**config.mk**
```make
export PLATFORM = sky130hd
export DESIGN_NAME = wake_reset_strap_control
export DESIGN_NICKNAME = d
export VERILOG_FILES = /design/src/common/wake_ctrl_pkg.sv /design/src/hdl/wake_reset_strap_control.sv /design/src/hdl/sync_two.sv /design/src/hdl/osc_div.sv
export SDC_FILE = /design/constraint.sdc
export NUM_CORES = 1
export LEC_CHECK = 0
export ABC_AREA = 1
export BUFFER_PORTS_ARGS = -buffer_cell sky130_fd_sc_hd__buf_2
export CAP_MARGIN = 20
export CORE_MARGIN = 2
export CORE_UTILIZATION = 45
export CTS_BUF_LIST = sky130_fd_sc_hd__clkbuf_4
export DETAILED_ROUTE_END_ITERATION = 10
export PLACE_DENSITY = 0.87
export SYNTH_ARGS = -nofsm -noshare
export SYNTH_HDL_FRONTEND = slang
export SYNTH_SLANG_ARGS = --single-unit
```
**constraint.sdc**
```tcl
create_clock -name ref_clk -period 1.3 [get_ports ref_clk]
set_clock_uncertainty 0.1 [all_clocks]
set_input_delay 0.13 -clock ref_clk [delete_from_list [all_inputs] [get_ports ref_clk]]
set_output_delay 0.13 -clock ref_clk [all_outputs]
set_load 0.01 [all_outputs]
```
**src/common/wake_ctrl_pkg.sv**
```systemverilog
`default_nettype none
package wake_ctrl_pkg;
  // reference rate
  localparam int REF_CLK_HZ = 100_000_000;
  localparam int REF_OSC_HZ = 25_000_000;
  localparam int OSC_DIV = REF_CLK_HZ / REF_OSC_HZ;
  localparam logic [7:0] ADDR_W = 8'h08;
  // register byte addresses
  localparam logic [7:0] REG_CTRL = 8'h00;
  localparam logic [7:0] REG_STAT = 8'h04;
  localparam logic [7:0] REG_IRQ_STAT = 8'h08;
  localparam logic [7:0] REG_IRQ_MASK = 8'h0c;
  localparam logic [7:0] REG_BYTE_TEST = 8'h64;
  localparam logic [31:0] BYTE_TEST_VAL = 32'h87654321;
  // ctrl fields
  localparam int CTRL_WAKE_EN = 0;
  localparam int CTRL_WAKE_POL = 1;
  localparam int CTRL_WAKE_OD = 2;
  localparam int CTRL_SLEEP = 3;
  localparam logic [3:0] CTRL_RST = 4'h0;
  // irq fields
  localparam int IRQ_WAKE = 0;
  localparam int IRQ_RESUME = 1;
  localparam logic [1:0] IRQ_RST = 2'h0;
  // edges after release before the strap sync output is valid
  localparam logic [1:0] STRAP_WAIT = 2'h2;
  typedef enum logic [1:0] {
    PW_LOCKED = 2'b00,
    PW_ACTIVE = 2'b01,
    PW_SLEEP = 2'b11
  } pwr_state_t;
  typedef struct packed {
    logic [7:0] addr;
    logic [31:0] wdata;
    logic wr;
    logic rd;
  } bus_req_t;
  typedef struct packed {
    logic strapSpeed100;
    logic autoXover;
  } link_cfg_t;
endpackage
`default_nettype wire

```
**src/hdl/wake_reset_strap_control.sv**
```systemverilog
// Operation
// - The block runs from a 100 MHz reference, by crystal or oscillator, divided down to a 25 MHz tick.
// - Holding the low reset returns all logic and registers to reset.
// - After reset or sleep, writes are ignored until one read occurs.
// - When enabled, a wake event asserts the wake indicator output.
// - Wake indicator polarity and push-pull/open-drain are programmable.
// - Asserting the wake indicator does not leave the sleep state.
// - Only a host write cycle, any data, leaves the sleep state.
// - Auto crossover follows its enable input, low when left open.
// - The speed strap is latched at reset release and held.
`default_nettype none
module wake_reset_strap_control
  import wake_ctrl_pkg::*;
(
  // clock and reset
  input wire logic ref_clk,
  input wire logic nrst,
  // register port
  input wire wake_ctrl_pkg::bus_req_t busReq,
  output logic [31:0] rdData,
  // pins
  input wire logic speedSelPin,
  input wire logic crossoverAutoEnablePin,
  input wire logic wakeEventIn,
  output logic wakeIndicatorOut,
  output logic wakeIndicatorOe_n,
  // status
  output wake_ctrl_pkg::link_cfg_t linkCfg,
  output logic sleeping,
  output logic oscTick,
  output logic irq
);
  import wake_ctrl_pkg::*;

  logic speedSync;
  logic xoverSync;
  logic wakeSync;
  logic tick;

  sync_two #(.W(3)) u_sync (
    .ref_clk(ref_clk),
    .nrst(nrst),
    .din({speedSelPin, crossoverAutoEnablePin, wakeEventIn}),
    .dout({speedSync, xoverSync, wakeSync})
  );

  osc_div #(.DIV(OSC_DIV)) u_div (
    .ref_clk(ref_clk),
    .nrst(nrst),
    .tick(tick)
  );

  pwr_state_t state_ff, nxt_state;
  logic [3:0] ctrl_ff, nxt_ctrl;
  logic [1:0] irqStat_ff, nxt_irqStat;
  logic [1:0] irqMask_ff, nxt_irqMask;
  logic [31:0] rdData_ff, nxt_rdData;
  logic strapDone_ff, nxt_strapDone;
  logic strap_ff, nxt_strap;
  logic xover_ff;
  logic wakeReq_ff, nxt_wakeReq;
  logic wakeOut_ff, nxt_wakeOut;
  logic wakeOe_ff, nxt_wakeOe;
  logic irq_ff;
  logic tick_ff;
  logic wakeSyncD_ff;
  logic wakeEdge;
  logic wrOk;
  logic sleep_ff;
  logic [1:0] strapCnt_ff, nxt_strapCnt;

  assign wakeEdge = wakeSync & ~wakeSyncD_ff;
  assign wrOk = busReq.wr && (state_ff == PW_ACTIVE);

  always_comb begin
    nxt_state = state_ff;
    nxt_ctrl = ctrl_ff;
    nxt_irqStat = irqStat_ff;
    nxt_irqMask = irqMask_ff;
    nxt_rdData = '0;
    nxt_wakeReq = wakeReq_ff;
    unique case (state_ff)
      PW_LOCKED: begin
        if (busReq.rd) begin
          nxt_state = PW_ACTIVE;
        end
      end
      PW_ACTIVE: begin
        if (wrOk && busReq.addr == REG_CTRL &&
            busReq.wdata[CTRL_SLEEP]) begin
          nxt_state = PW_SLEEP;
        end
      end
      PW_SLEEP: begin
        if (busReq.wr) begin
          nxt_state = PW_LOCKED;
          nxt_irqStat[IRQ_RESUME] = 1'b1;
        end
      end
      default: nxt_state = PW_LOCKED;
    endcase
    if (wrOk) begin
      unique case (busReq.addr)
        REG_CTRL: nxt_ctrl = busReq.wdata[3:0];
        REG_IRQ_STAT: nxt_irqStat = irqStat_ff & ~busReq.wdata[1:0];
        REG_IRQ_MASK: nxt_irqMask = busReq.wdata[1:0];
        default: ;
      endcase
    end
    if (state_ff == PW_SLEEP && busReq.wr) begin
      nxt_ctrl[CTRL_SLEEP] = 1'b0;
      nxt_wakeReq = 1'b0;
      nxt_irqStat[IRQ_RESUME] = 1'b1;
    end
    if (wrOk && busReq.addr == REG_CTRL &&
        !busReq.wdata[CTRL_WAKE_EN]) begin
      nxt_wakeReq = 1'b0;
    end
    // wake event sets, wins over clear
    if (wakeEdge && ctrl_ff[CTRL_WAKE_EN]) begin
      nxt_wakeReq = 1'b1;
      nxt_irqStat[IRQ_WAKE] = 1'b1;
    end
    if (busReq.rd) begin
      unique case (busReq.addr)
        REG_CTRL: nxt_rdData = {28'h0, ctrl_ff};
        REG_STAT: nxt_rdData = {26'h0, state_ff, wakeReq_ff,
          xover_ff, strap_ff, strapDone_ff};
        REG_IRQ_STAT: nxt_rdData = {30'h0, irqStat_ff};
        REG_IRQ_MASK: nxt_rdData = {30'h0, irqMask_ff};
        REG_BYTE_TEST: nxt_rdData = BYTE_TEST_VAL;
        default: nxt_rdData = '0;
      endcase
    end
  end

  // latch strap once after release
  // sync pipe must fill before the strap is taken
  always_comb begin
    nxt_strapCnt = strapCnt_ff;
    nxt_strapDone = strapDone_ff;
    nxt_strap = strap_ff;
    if (strapCnt_ff != STRAP_WAIT) begin
      nxt_strapCnt = strapCnt_ff + 2'h1;
    end else if (!strapDone_ff) begin
      nxt_strapDone = 1'b1;
      nxt_strap = speedSync;
    end
  end

  always_comb begin
    nxt_wakeOut = wakeReq_ff ^ ~ctrl_ff[CTRL_WAKE_POL];
    nxt_wakeOe = 1'b0;
    if (ctrl_ff[CTRL_WAKE_OD]) begin
      nxt_wakeOut = 1'b0;
      // pulled low only while the pin level is low
      nxt_wakeOe = wakeReq_ff ^ ~ctrl_ff[CTRL_WAKE_POL];
    end
  end

  always_ff @(posedge ref_clk or negedge nrst) begin
    if (!nrst) begin
      state_ff <= PW_LOCKED;
      ctrl_ff <= CTRL_RST;
      irqStat_ff <= IRQ_RST;
      irqMask_ff <= IRQ_RST;
      rdData_ff <= '0;
      strapDone_ff <= 1'b0;
      strap_ff <= 1'b0;
      strapCnt_ff <= 2'h0;
      sleep_ff <= 1'b0;
      xover_ff <= 1'b0;
      wakeReq_ff <= 1'b0;
      wakeOut_ff <= 1'b0;
      wakeOe_ff <= 1'b1;
      irq_ff <= 1'b0;
      tick_ff <= 1'b0;
      wakeSyncD_ff <= 1'b0;
    end else begin
      state_ff <= nxt_state;
      ctrl_ff <= nxt_ctrl;
      irqStat_ff <= nxt_irqStat;
      irqMask_ff <= nxt_irqMask;
      rdData_ff <= nxt_rdData;
      strapDone_ff <= nxt_strapDone;
      strap_ff <= nxt_strap;
      strapCnt_ff <= nxt_strapCnt;
      sleep_ff <= (nxt_state == PW_SLEEP);
      xover_ff <= xoverSync;
      wakeReq_ff <= nxt_wakeReq;
      wakeOut_ff <= nxt_wakeOut;
      wakeOe_ff <= nxt_wakeOe;
      irq_ff <= |(nxt_irqStat & nxt_irqMask);
      tick_ff <= tick;
      wakeSyncD_ff <= wakeSync;
    end
  end

  assign rdData = rdData_ff;
  assign wakeIndicatorOut = wakeOut_ff;
  assign wakeIndicatorOe_n = wakeOe_ff;
  // strap high means 100 Mbps default
  assign linkCfg = '{strapSpeed100: strap_ff, autoXover: xover_ff};
  assign sleeping = sleep_ff;
  assign oscTick = tick_ff;
  assign irq = irq_ff;

  AST_WR_LOCKED: assert property (
    @(posedge ref_clk) disable iff (!nrst)
    state_ff == PW_LOCKED && busReq.wr && busReq.addr == REG_CTRL
    |=> ctrl_ff == $past(ctrl_ff))
    else $error("write taken before first read");
  AST_RD_UNLOCK: assert property (
    @(posedge ref_clk) disable iff (!nrst)
    state_ff == PW_LOCKED && busReq.rd |=> state_ff == PW_ACTIVE)
    else $error("read did not unlock writes");
  AST_SLEEP_STAY: assert property (
    @(posedge ref_clk) disable iff (!nrst)
    state_ff == PW_SLEEP && !busReq.wr |=> state_ff == PW_SLEEP)
    else $error("left sleep without host write");
  AST_WR_WAKE: assert property (
    @(posedge ref_clk) disable iff (!nrst)
    state_ff == PW_SLEEP && busReq.wr |=> state_ff == PW_LOCKED)
    else $error("write did not wake device");
  AST_RESUME_IRQ: assert property (
    @(posedge ref_clk) disable iff (!nrst)
    state_ff == PW_SLEEP && busReq.wr |=> irqStat_ff[IRQ_RESUME]
    && !sleeping)
    else $error("resume status not set");
  AST_WAKE_REQ: assert property (
    @(posedge ref_clk) disable iff (!nrst)
    wakeEdge && ctrl_ff[CTRL_WAKE_EN] |=> wakeReq_ff
    && irqStat_ff[IRQ_WAKE])
    else $error("wake event not flagged");
  AST_WAKE_PIN: assert property (
    @(posedge ref_clk) disable iff (!nrst)
    !ctrl_ff[CTRL_WAKE_OD] |=> !wakeIndicatorOe_n &&
    wakeIndicatorOut == ($past(wakeReq_ff) ==
    $past(ctrl_ff[CTRL_WAKE_POL])))
    else $error("wake pin level wrong");
  AST_OD_LOW: assert property (
    @(posedge ref_clk) disable iff (!nrst)
    ctrl_ff[CTRL_WAKE_OD] |=> !wakeIndicatorOut)
    else $error("open-drain drives high");
  AST_OD_OE: assert property (
    @(posedge ref_clk) disable iff (!nrst)
    ctrl_ff[CTRL_WAKE_OD] |=> wakeIndicatorOe_n ==
    ($past(wakeReq_ff) == $past(ctrl_ff[CTRL_WAKE_POL])))
    else $error("open-drain enable wrong");
  AST_STRAP_HOLD: assert property (
    @(posedge ref_clk) disable iff (!nrst)
    strapDone_ff |=> $stable(strap_ff))
    else $error("strap changed after latch");
  AST_STRAP_LATCH: assert property (
    @(posedge ref_clk) disable iff (!nrst)
    strapCnt_ff == STRAP_WAIT && !strapDone_ff |=> strapDone_ff &&
    strap_ff == $past(speedSync))
    else $error("strap not latched from pin");
  AST_XOVER: assert property (
    @(posedge ref_clk) disable iff (!nrst)
    xoverSync |=> linkCfg.autoXover)
    else $error("crossover not following pin");
  AST_TICK: assert property (
    @(posedge ref_clk) disable iff (!nrst)
    tick |=> !tick [*3])
    else $error("reference tick spacing wrong");
  COV_OD_ASSERT: cover property (@(posedge ref_clk) disable iff (!nrst)
    ctrl_ff[CTRL_WAKE_OD] && wakeReq_ff);
  COV_STRAP_LOW: cover property (@(posedge ref_clk) disable iff (!nrst)
    strapDone_ff && !strap_ff);
  COV_SLEEP: cover property (@(posedge ref_clk) disable iff (!nrst)
    state_ff == PW_ACTIVE ##1 state_ff == PW_SLEEP);
  COV_WAKE_SLEEP: cover property (@(posedge ref_clk) disable iff (!nrst)
    state_ff == PW_SLEEP && wakeReq_ff);
  COV_RESUME: cover property (@(posedge ref_clk) disable iff (!nrst)
    state_ff == PW_SLEEP ##1 state_ff == PW_LOCKED ##[1:20]
    state_ff == PW_ACTIVE);
endmodule
`default_nettype wire

```
**src/hdl/sync_two.sv**
```systemverilog
`default_nettype none
module sync_two #(
  parameter int W = 1
) (
  input wire logic ref_clk,
  input wire logic nrst,
  input wire logic [W-1:0] din,
  output logic [W-1:0] dout
);
  logic [W-1:0] meta_ff;
  logic [W-1:0] dout_ff;
  always_ff @(posedge ref_clk or negedge nrst) begin
    if (!nrst) begin
      meta_ff <= '0;
      dout_ff <= '0;
    end else begin
      meta_ff <= din;
      dout_ff <= meta_ff;
    end
  end
  assign dout = dout_ff;
endmodule
`default_nettype wire

```
**src/hdl/osc_div.sv**
```systemverilog
`default_nettype none
module osc_div #(
  parameter int DIV = 4
) (
  input wire logic ref_clk,
  input wire logic nrst,
  output logic tick
);
  localparam int CW = $clog2(DIV);
  logic [CW-1:0] cnt_ff;
  logic [CW-1:0] nxt_cnt;
  logic tick_ff;
  always_comb begin
    nxt_cnt = (cnt_ff == CW'(DIV - 1)) ? '0
      : cnt_ff + 1'b1;
  end
  always_ff @(posedge ref_clk or negedge nrst) begin
    if (!nrst) begin
      cnt_ff <= '0;
      tick_ff <= 1'b0;
    end else begin
      cnt_ff <= nxt_cnt;
      tick_ff <= (cnt_ff == '0);
    end
  end
  assign tick = tick_ff;
endmodule
`default_nettype wire

```
==> run_results.csv, run 1 <==
group,metric,value,unit
synth,netlist_top_cells_area,"dfrtp_1 53%, buf_4 12%, nand2_1 9.2%, nor2_4 3.9%, inv_1 3.4%",
critical_path,end_kind,"flip-flop",
layout,layout.area.seq,953,sq um
pwr,power_density,961,nW/um^2
synth,ys_seq_elements,38,
die,die_height,66.4,microns
detailed_routing,postRouteWirelength,2780,microns
layout,diodes,0,
synth,synth_top_flop_cell,"dfrtp_1",
critical_path,path_max_fanout,8,
timing,hold_viol,0,
clocking,clockBufferDepth,2,
die,start_util,0.472,
placement,place_hpwl,2180,microns
synth,synthDominantCellAreaShare,0.528,
timing,fin_crit_sh,0.989,
detailed_routing,drtIter0Drc,48,
die,die-area,4410,sq um
die,die_w,66.4,microns
layout,finalNetCount,285,
synth,synthesis.instances,186,
synth,synth.top_cells.by_count,"43 x nand2_1, 37 x dfrtp_1, 27 x buf_4",
detailed_routing,vias_per_cell,4.33,
timing,rsz0062_at_grt,"true",
placement,port_buffers,42,
critical_path,critPathSlowestCell,"dfrtp_1",
grt,grt_usage,0.141,
pwr,leakage,1.17,nW
clocking,cts_tree,"done",
detailed_routing,dr.pass1.iters,4,
critical_path,cpPeakStageDelay,370,ps
clocking,cts_sinks,38,
clocking,htreeDepth,2,
grt,grt_pass1_vias,1131,
grt,antenna_found_initial,0,
synth,netlist_area,1750,sq um
critical_path,reg2reg_slack,10,ps
detailed_routing,drc,0,
worst_hold_path,hold_path_class,"input port to flip-flop",
clocking,numCtsBuffers,5,
timing,max_freq,778,MHz
synth,async_flop_share,1.00,
layout,layout-drive-gt1-share,0.343,
detailed_routing,postRouteAntennaNets,0,
synth,yosysWarnings,0,
timing,slew_violations,0,
grt,grt_first_pass_wirelength,4630,microns
critical_path,path_class,"flip-flop to flip-flop",
job,max_cap_viol_count,0,
layout,finalInstanceArea,2110,sq um
synth,yosysMostFrequentCell,"nand2_1",
critical_path,start_kind,"flip-flop",
pwr,power.total,2.03,mW
synth,synth_edf_count,0,
critical_path,worstPathArrival,1430,ps
timing,post-route-min-period,1290,ps
clocking,path_clk_slew,100,ps
critical_path,cp.required,1440,ps
synth,syn_avg_cell_area,9.42,sq um
clocking,insertion_delay,340,ps
die,core_area,3720,sq um
critical_path,crit_path_frequent_cell,"nand2_2",
layout,multi_input_area,606,sq um
timing,setup_violations,0,
synth,yosys.area.top_type,"dfrtp_1",
grt,grt_overflow,0,
clocking,clockRootBuffer,"clkbuf_4",
detailed_routing,vias,1231,
grt,grt_max_degree,26,
critical_path,critical_path.cell_chain,"nand2_2 > nor2_4 > nand2_2 > nand2_2 > nand2_2 > nand2_1 > nand2_1",
synth,seq_area_frac_synth,0.543,
die,num_rows,22,
timing,fin_tns_setup,0,ps
die,ioPinCount,86,
pwr,peakVddDrop,0.718,mV
synth,yosysUniqueCellTypes,26,
worst_hold_path,min_path_cells,4,
detailed_routing,wl_per_cell,9.80,microns
run_status,status,"finished clean",
critical_path,r2r_cells,7,
placement,gp_congestion,0.819,
placement,dpl_cell_area,1910,sq um
layout,fillers,340,
layout,syn_to_final_growth,20.3,%
layer usage:
layer	vias up	GRT usage	part of all wire	routed length (microns)
met2	45	0.230	0.49	1360
met1	554	0.169	0.43	1200
met3	5	0.0562	0.065	181
met5	-	0	0	0
li1	627	-	-	-
met4	0	0.0485	0.013	36
flip-flops by register name (all words and copies together), names as in the netlist:
name and flops:
wakeSyncD_ff 1, u_sync.meta_ff 3, u_sync.dout 3, strapDone_ff 1
strap_ff 1, state_ff 2, u_div.tick 1, wakeReq_ff 1
u_div.cnt_ff 2, rdData 7, irqStat_ff 2, xover_ff 1
irq 1, sleeping 1, ctrl_ff 4, wakeIndicatorOut 1
wakeIndicatorOe_n 1, strapCnt_ff 2, oscTick 1, irqMask_ff 2
through the flow:
step / util / cells / hold WS [ps] / setup slack (ps)
global placement: 0.513 / 266 / -56.7 / 34.3
global route: 0.567 / 284 / 50.4 / -62.4
CTS: 0.557 / 284 / 40.7 / 24.7
finish: 0.567 / 284 / 41.7 / 13.8
detailed placement: 0.513 / 266 / -53.2 / -7.62
floorplan: - / 200 / -266 / 147
cells in the final DEF (no fill, tap or decap), drive strengths merged:
| master | n |
|---|---|
| a211oi | 1 |
| xor2 | 1 |
| dlymetal6s4s | 1 |
| ha | 3 |
| buf | 45 |
| dfstp | 1 |
| a31oi | 1 |
| nor3 | 1 |
| conb | 15 |
| dfrtp | 37 |
| nand3b | 1 |
| xnor2 | 1 |
| clkbuf | 8 |
| o21ai | 3 |
| dlygate4sd3 | 9 |
| or2 | 1 |
| a21oi | 5 |
| a21boi | 1 |
| nor2 | 23 |
| nand3 | 11 |
| inv | 20 |
| nand2 | 47 |
critical path: cells and delay by family (launching register included):
family / cells / cell delay (ps)
AND/OR/NAND/NOR: 7 / 700
flip-flops: 1 / 370
logic make-up (layout without fill, tap and decap cells):
group,Yosys count,in the layout,synth area share
adder cells (fa/ha/maj),3,3,0.0214
flip-flops,38,38,0.543
buffers and inverters,47,83,0.158
other,1,15,0.00214
AND/OR/NAND/NOR,84,84,0.228
AO/OA/AOI/OAI,11,11,0.0371
XOR/XNOR,2,2,0.00999
timing repair:
item	4_1_cts	5_1_grt
setup endpoints to repair	0	15
gates resized for setup	0	12
setup buffers	0	0
hold buffers	10	0
hold endpoints to repair	52	0
where the power goes:
part | total [mW] | switching, mW | internal [mW] | leakage (nW)
logic | 0.180 | 0.108 | 0.0723 | 0.673
clock network | 0.621 | 0.343 | 0.278 | 0.0368
registers | 1.22 | 0.0135 | 1.21 | 0.460
total | 2.03 | 0.464 | 1.56 | 1.17
final cells by class:
cell class                      instances  area share
Inverter                               20      0.0356
Sequential cell                        38       0.452
Timing Repair Buffer                   55       0.168
Multi-Input combinational cell        115       0.287
Tap cell                               48      0.0285
Clock buffer                            8      0.0285
path summary, 6_finish.rpt:
check,endpoint,startpoint
worst max-delay path,irq,state_ff[0]
worst min-delay path,rdData[26],busReq[37]
worst max register to register,irq,state_ff[0]
worst min register to register,xover_ff,u_sync.dout[1]
max in group asynchronous,rdData[26],nrst
min in group asynchronous,xover_ff,nrst
No activity file was read; power rests on OpenSTA's default activity.
==> run 2: changes to the inputs <==
CORE_MARGIN = unset   (was 2)
clock period = 1.2 ns   (was 1.3 ns; I/O delays follow)
==> run 2 against run 1 <==
Wire length down 1.5%. The run now ends with setup timing left. Register-to-register slack got worse by 70 ps. Worst hold slack better by 9.8 ps. Non-clock buffer count is 4 higher. Count of clock-buffer cells in the layout fell by 3. Setup slack got worse by 71 ps. Core utilization up 0.86 points.
==> run_results.csv, run 2 (synthesis results as in run 1) <==
group,metric,value,unit
run_status,status,"finished with violations",
run_status,violations,"setup timing",
pwr,power_switching,0.541,mW
timing,fin_tns_setup,-143,ps
worst_hold_path,hold_path_class,"input port to flip-flop",
layout,diodes,0,
timing,rsz0062_at_grt,"true",
detailed_routing,dr.max_layer_used,"met4",
grt,grt_pass1_vias,1179,
layout,layout-drive-gt1-share,0.350,
detailed_routing,vias_per_cell,4.34,
clocking,clockBufferDepth,2,
pwr,switching_share,0.251,
die,core_area,3690,sq um
detailed_routing,wl_met3,172,microns
die,start_util,0.475,
pwr,p_int,1.61,mW
placement,post-place-cells,269,
timing,fin_crit_sh,1.05,
die,die-area,4150,sq um
timing,slew_violations,0,
detailed_routing,postRouteAntennaNets,0,
die,die_w,64.4,microns
grt,antenna_found_initial,0,
pwr,comb_power_share,0.093,
layout,fillers,352,
grt,grt_first_pass_wirelength,4750,microns
die,die_height,64.4,microns
pwr,leakage,1.16,nW
layout,largest_reg_flops,7,
clocking,cts_sinks,38,
layout,final_cell_mix,"41 x buf_2, 38 x nand2_1, 36 x dfrtp_1",
clocking,insertion_delay,350,ps
critical_path,path_max_fanout,8,
die,num_rows,22,
grt,grt_overflow,0,
critical_path,cp.required,1380,ps
detailed_routing,wl_per_cell,9.51,microns
pwr,power_density,1010,nW/um^2
timing,worst_slack,-57.6,ps
placement,gp_congestion,0.825,
critical_path,critPathSlowestCell,"dfrtp_1",
detailed_routing,wl_met1,1160,microns
layout,finalInstanceArea,2120,sq um
clocking,path_clk_slew,110,ps
detailed_routing,drc,0,
critical_path,end_kind,"flip-flop",
critical_path,path_class,"flip-flop to flip-flop",
critical_path,cpPeakStageDelay,380,ps
grt,grt_usage,0.153,
pwr,p_seq_frac,0.616,
placement,dpl_cell_area,1930,sq um
detailed_routing,postRouteWirelength,2740,microns
detailed_routing,dr.pass1.iters,5,
clocking,clockRootBuffer,"clkbuf_4",
critical_path,worstPathArrival,1430,ps
timing,hold-worst-slack,51.6,ps
critical_path,critical_path.cell_chain,"nand2_2 > nor2_4 > buf_4 > nand3_2 > a21boi_1",
placement,port_buffers,42,
grt,grt_max_degree,39,
clocking,htreeDepth,2,
timing,hold_viol,0,
clocking,cts_tree,"done",
critical_path,start_kind,"flip-flop",
clocking,numCtsBuffers,5,
timing,max_freq,795,MHz
job,max_cap_viol_count,0,
timing,post-route-min-period,1260,ps
detailed_routing,vias,1249,
layout,stdcell_count,288,
pwr,peakVddDrop,0.779,mV
timing,setup_violations,4,
detailed_routing,drtIter0Drc,40,
detailed_routing,wl_met2,1390,microns
die,ioPinCount,86,
placement,place_hpwl,2010,microns
layout,finalNetCount,289,
layout,final_common_cell,"buf_2",
pwr,clockPowerShare,0.291,
layout,syn_to_final_growth,21.2,%
[run 2: power groups by stage]
stage               Sequential (mW)  Combinational (mW)  Clock (mW)
finish                         1.33               0.199       0.627
detailed placement             1.35               0.168           0
global route                   1.33               0.223       0.724
CTS                            1.33               0.195       0.647
global placement               1.35               0.163           0
floorplan                      1.35               0.115           0
[run 2: worst paths after layout]
kind | from | endpoint | slack (ps) | depth (start not counted)
setup / recovery | state_ff[0] | ctrl_ff[3] | -60 | 5
hold / removal | busReq[1] | irqStat_ff[1] | 50 | 3
setup reg to reg | state_ff[0] | ctrl_ff[3] | -60 | 5
hold reg to reg | u_sync.meta_ff[1] | u_sync.dout[1] | 260 | 0
max in group asynchronous | nrst | wakeIndicatorOe_n | 590 | 3
min in group asynchronous | nrst | u_div.cnt_ff[1] | 150 | 3
[run 2: worst max-delay path: cells and delay by family (launching register included)]
kind | cells | cell delay (ps)
buffers and inverters | 1 | 160
AND/OR/NAND/NOR | 3 | 390
flip-flops | 1 | 380
AO/OA/AOI/OAI | 1 | 160
[run 2: through the flow]
stage               utilization  setup slack [ps]  total power [mW]
floorplan                     -              47.0              1.46
global placement          0.523             -23.2              1.51
detailed placement        0.523             -63.0              1.52
CTS                       0.567             -17.6              2.17
global route              0.576              -121              2.28
finish                    0.576             -57.6              2.15
[run 2: area by class of cell]
class                   count  area, sq um  area share
inverters                  20         75.1      0.0353
clock inverters             3         16.3     0.00766
multi-input cells         115          601       0.283
well taps                  48         60.1      0.0283
clock buffers               5         37.5      0.0177
repair buffers             59          382       0.180
flip-flops and latches     38          953       0.449
[run 2: repair_timing]
action | in CTS | in global routing
pin swaps | 0 | 5
buffers inserted | 0 | 1
resized for setup | 2 | 8
endpoints found under the hold margin | 54 | 0
cloned | 0 | 0
hold buffers | 10 | 0
setup endpoints to repair | 14 | 19
[run 2: per-layer routing]
metal / global-route usage / vias to the layer above
met5: 0 / -
met4: 0.0472 / 0
met3: 0.0651 / 4
met2: 0.267 / 46
met1: 0.168 / 568
li1: - / 631
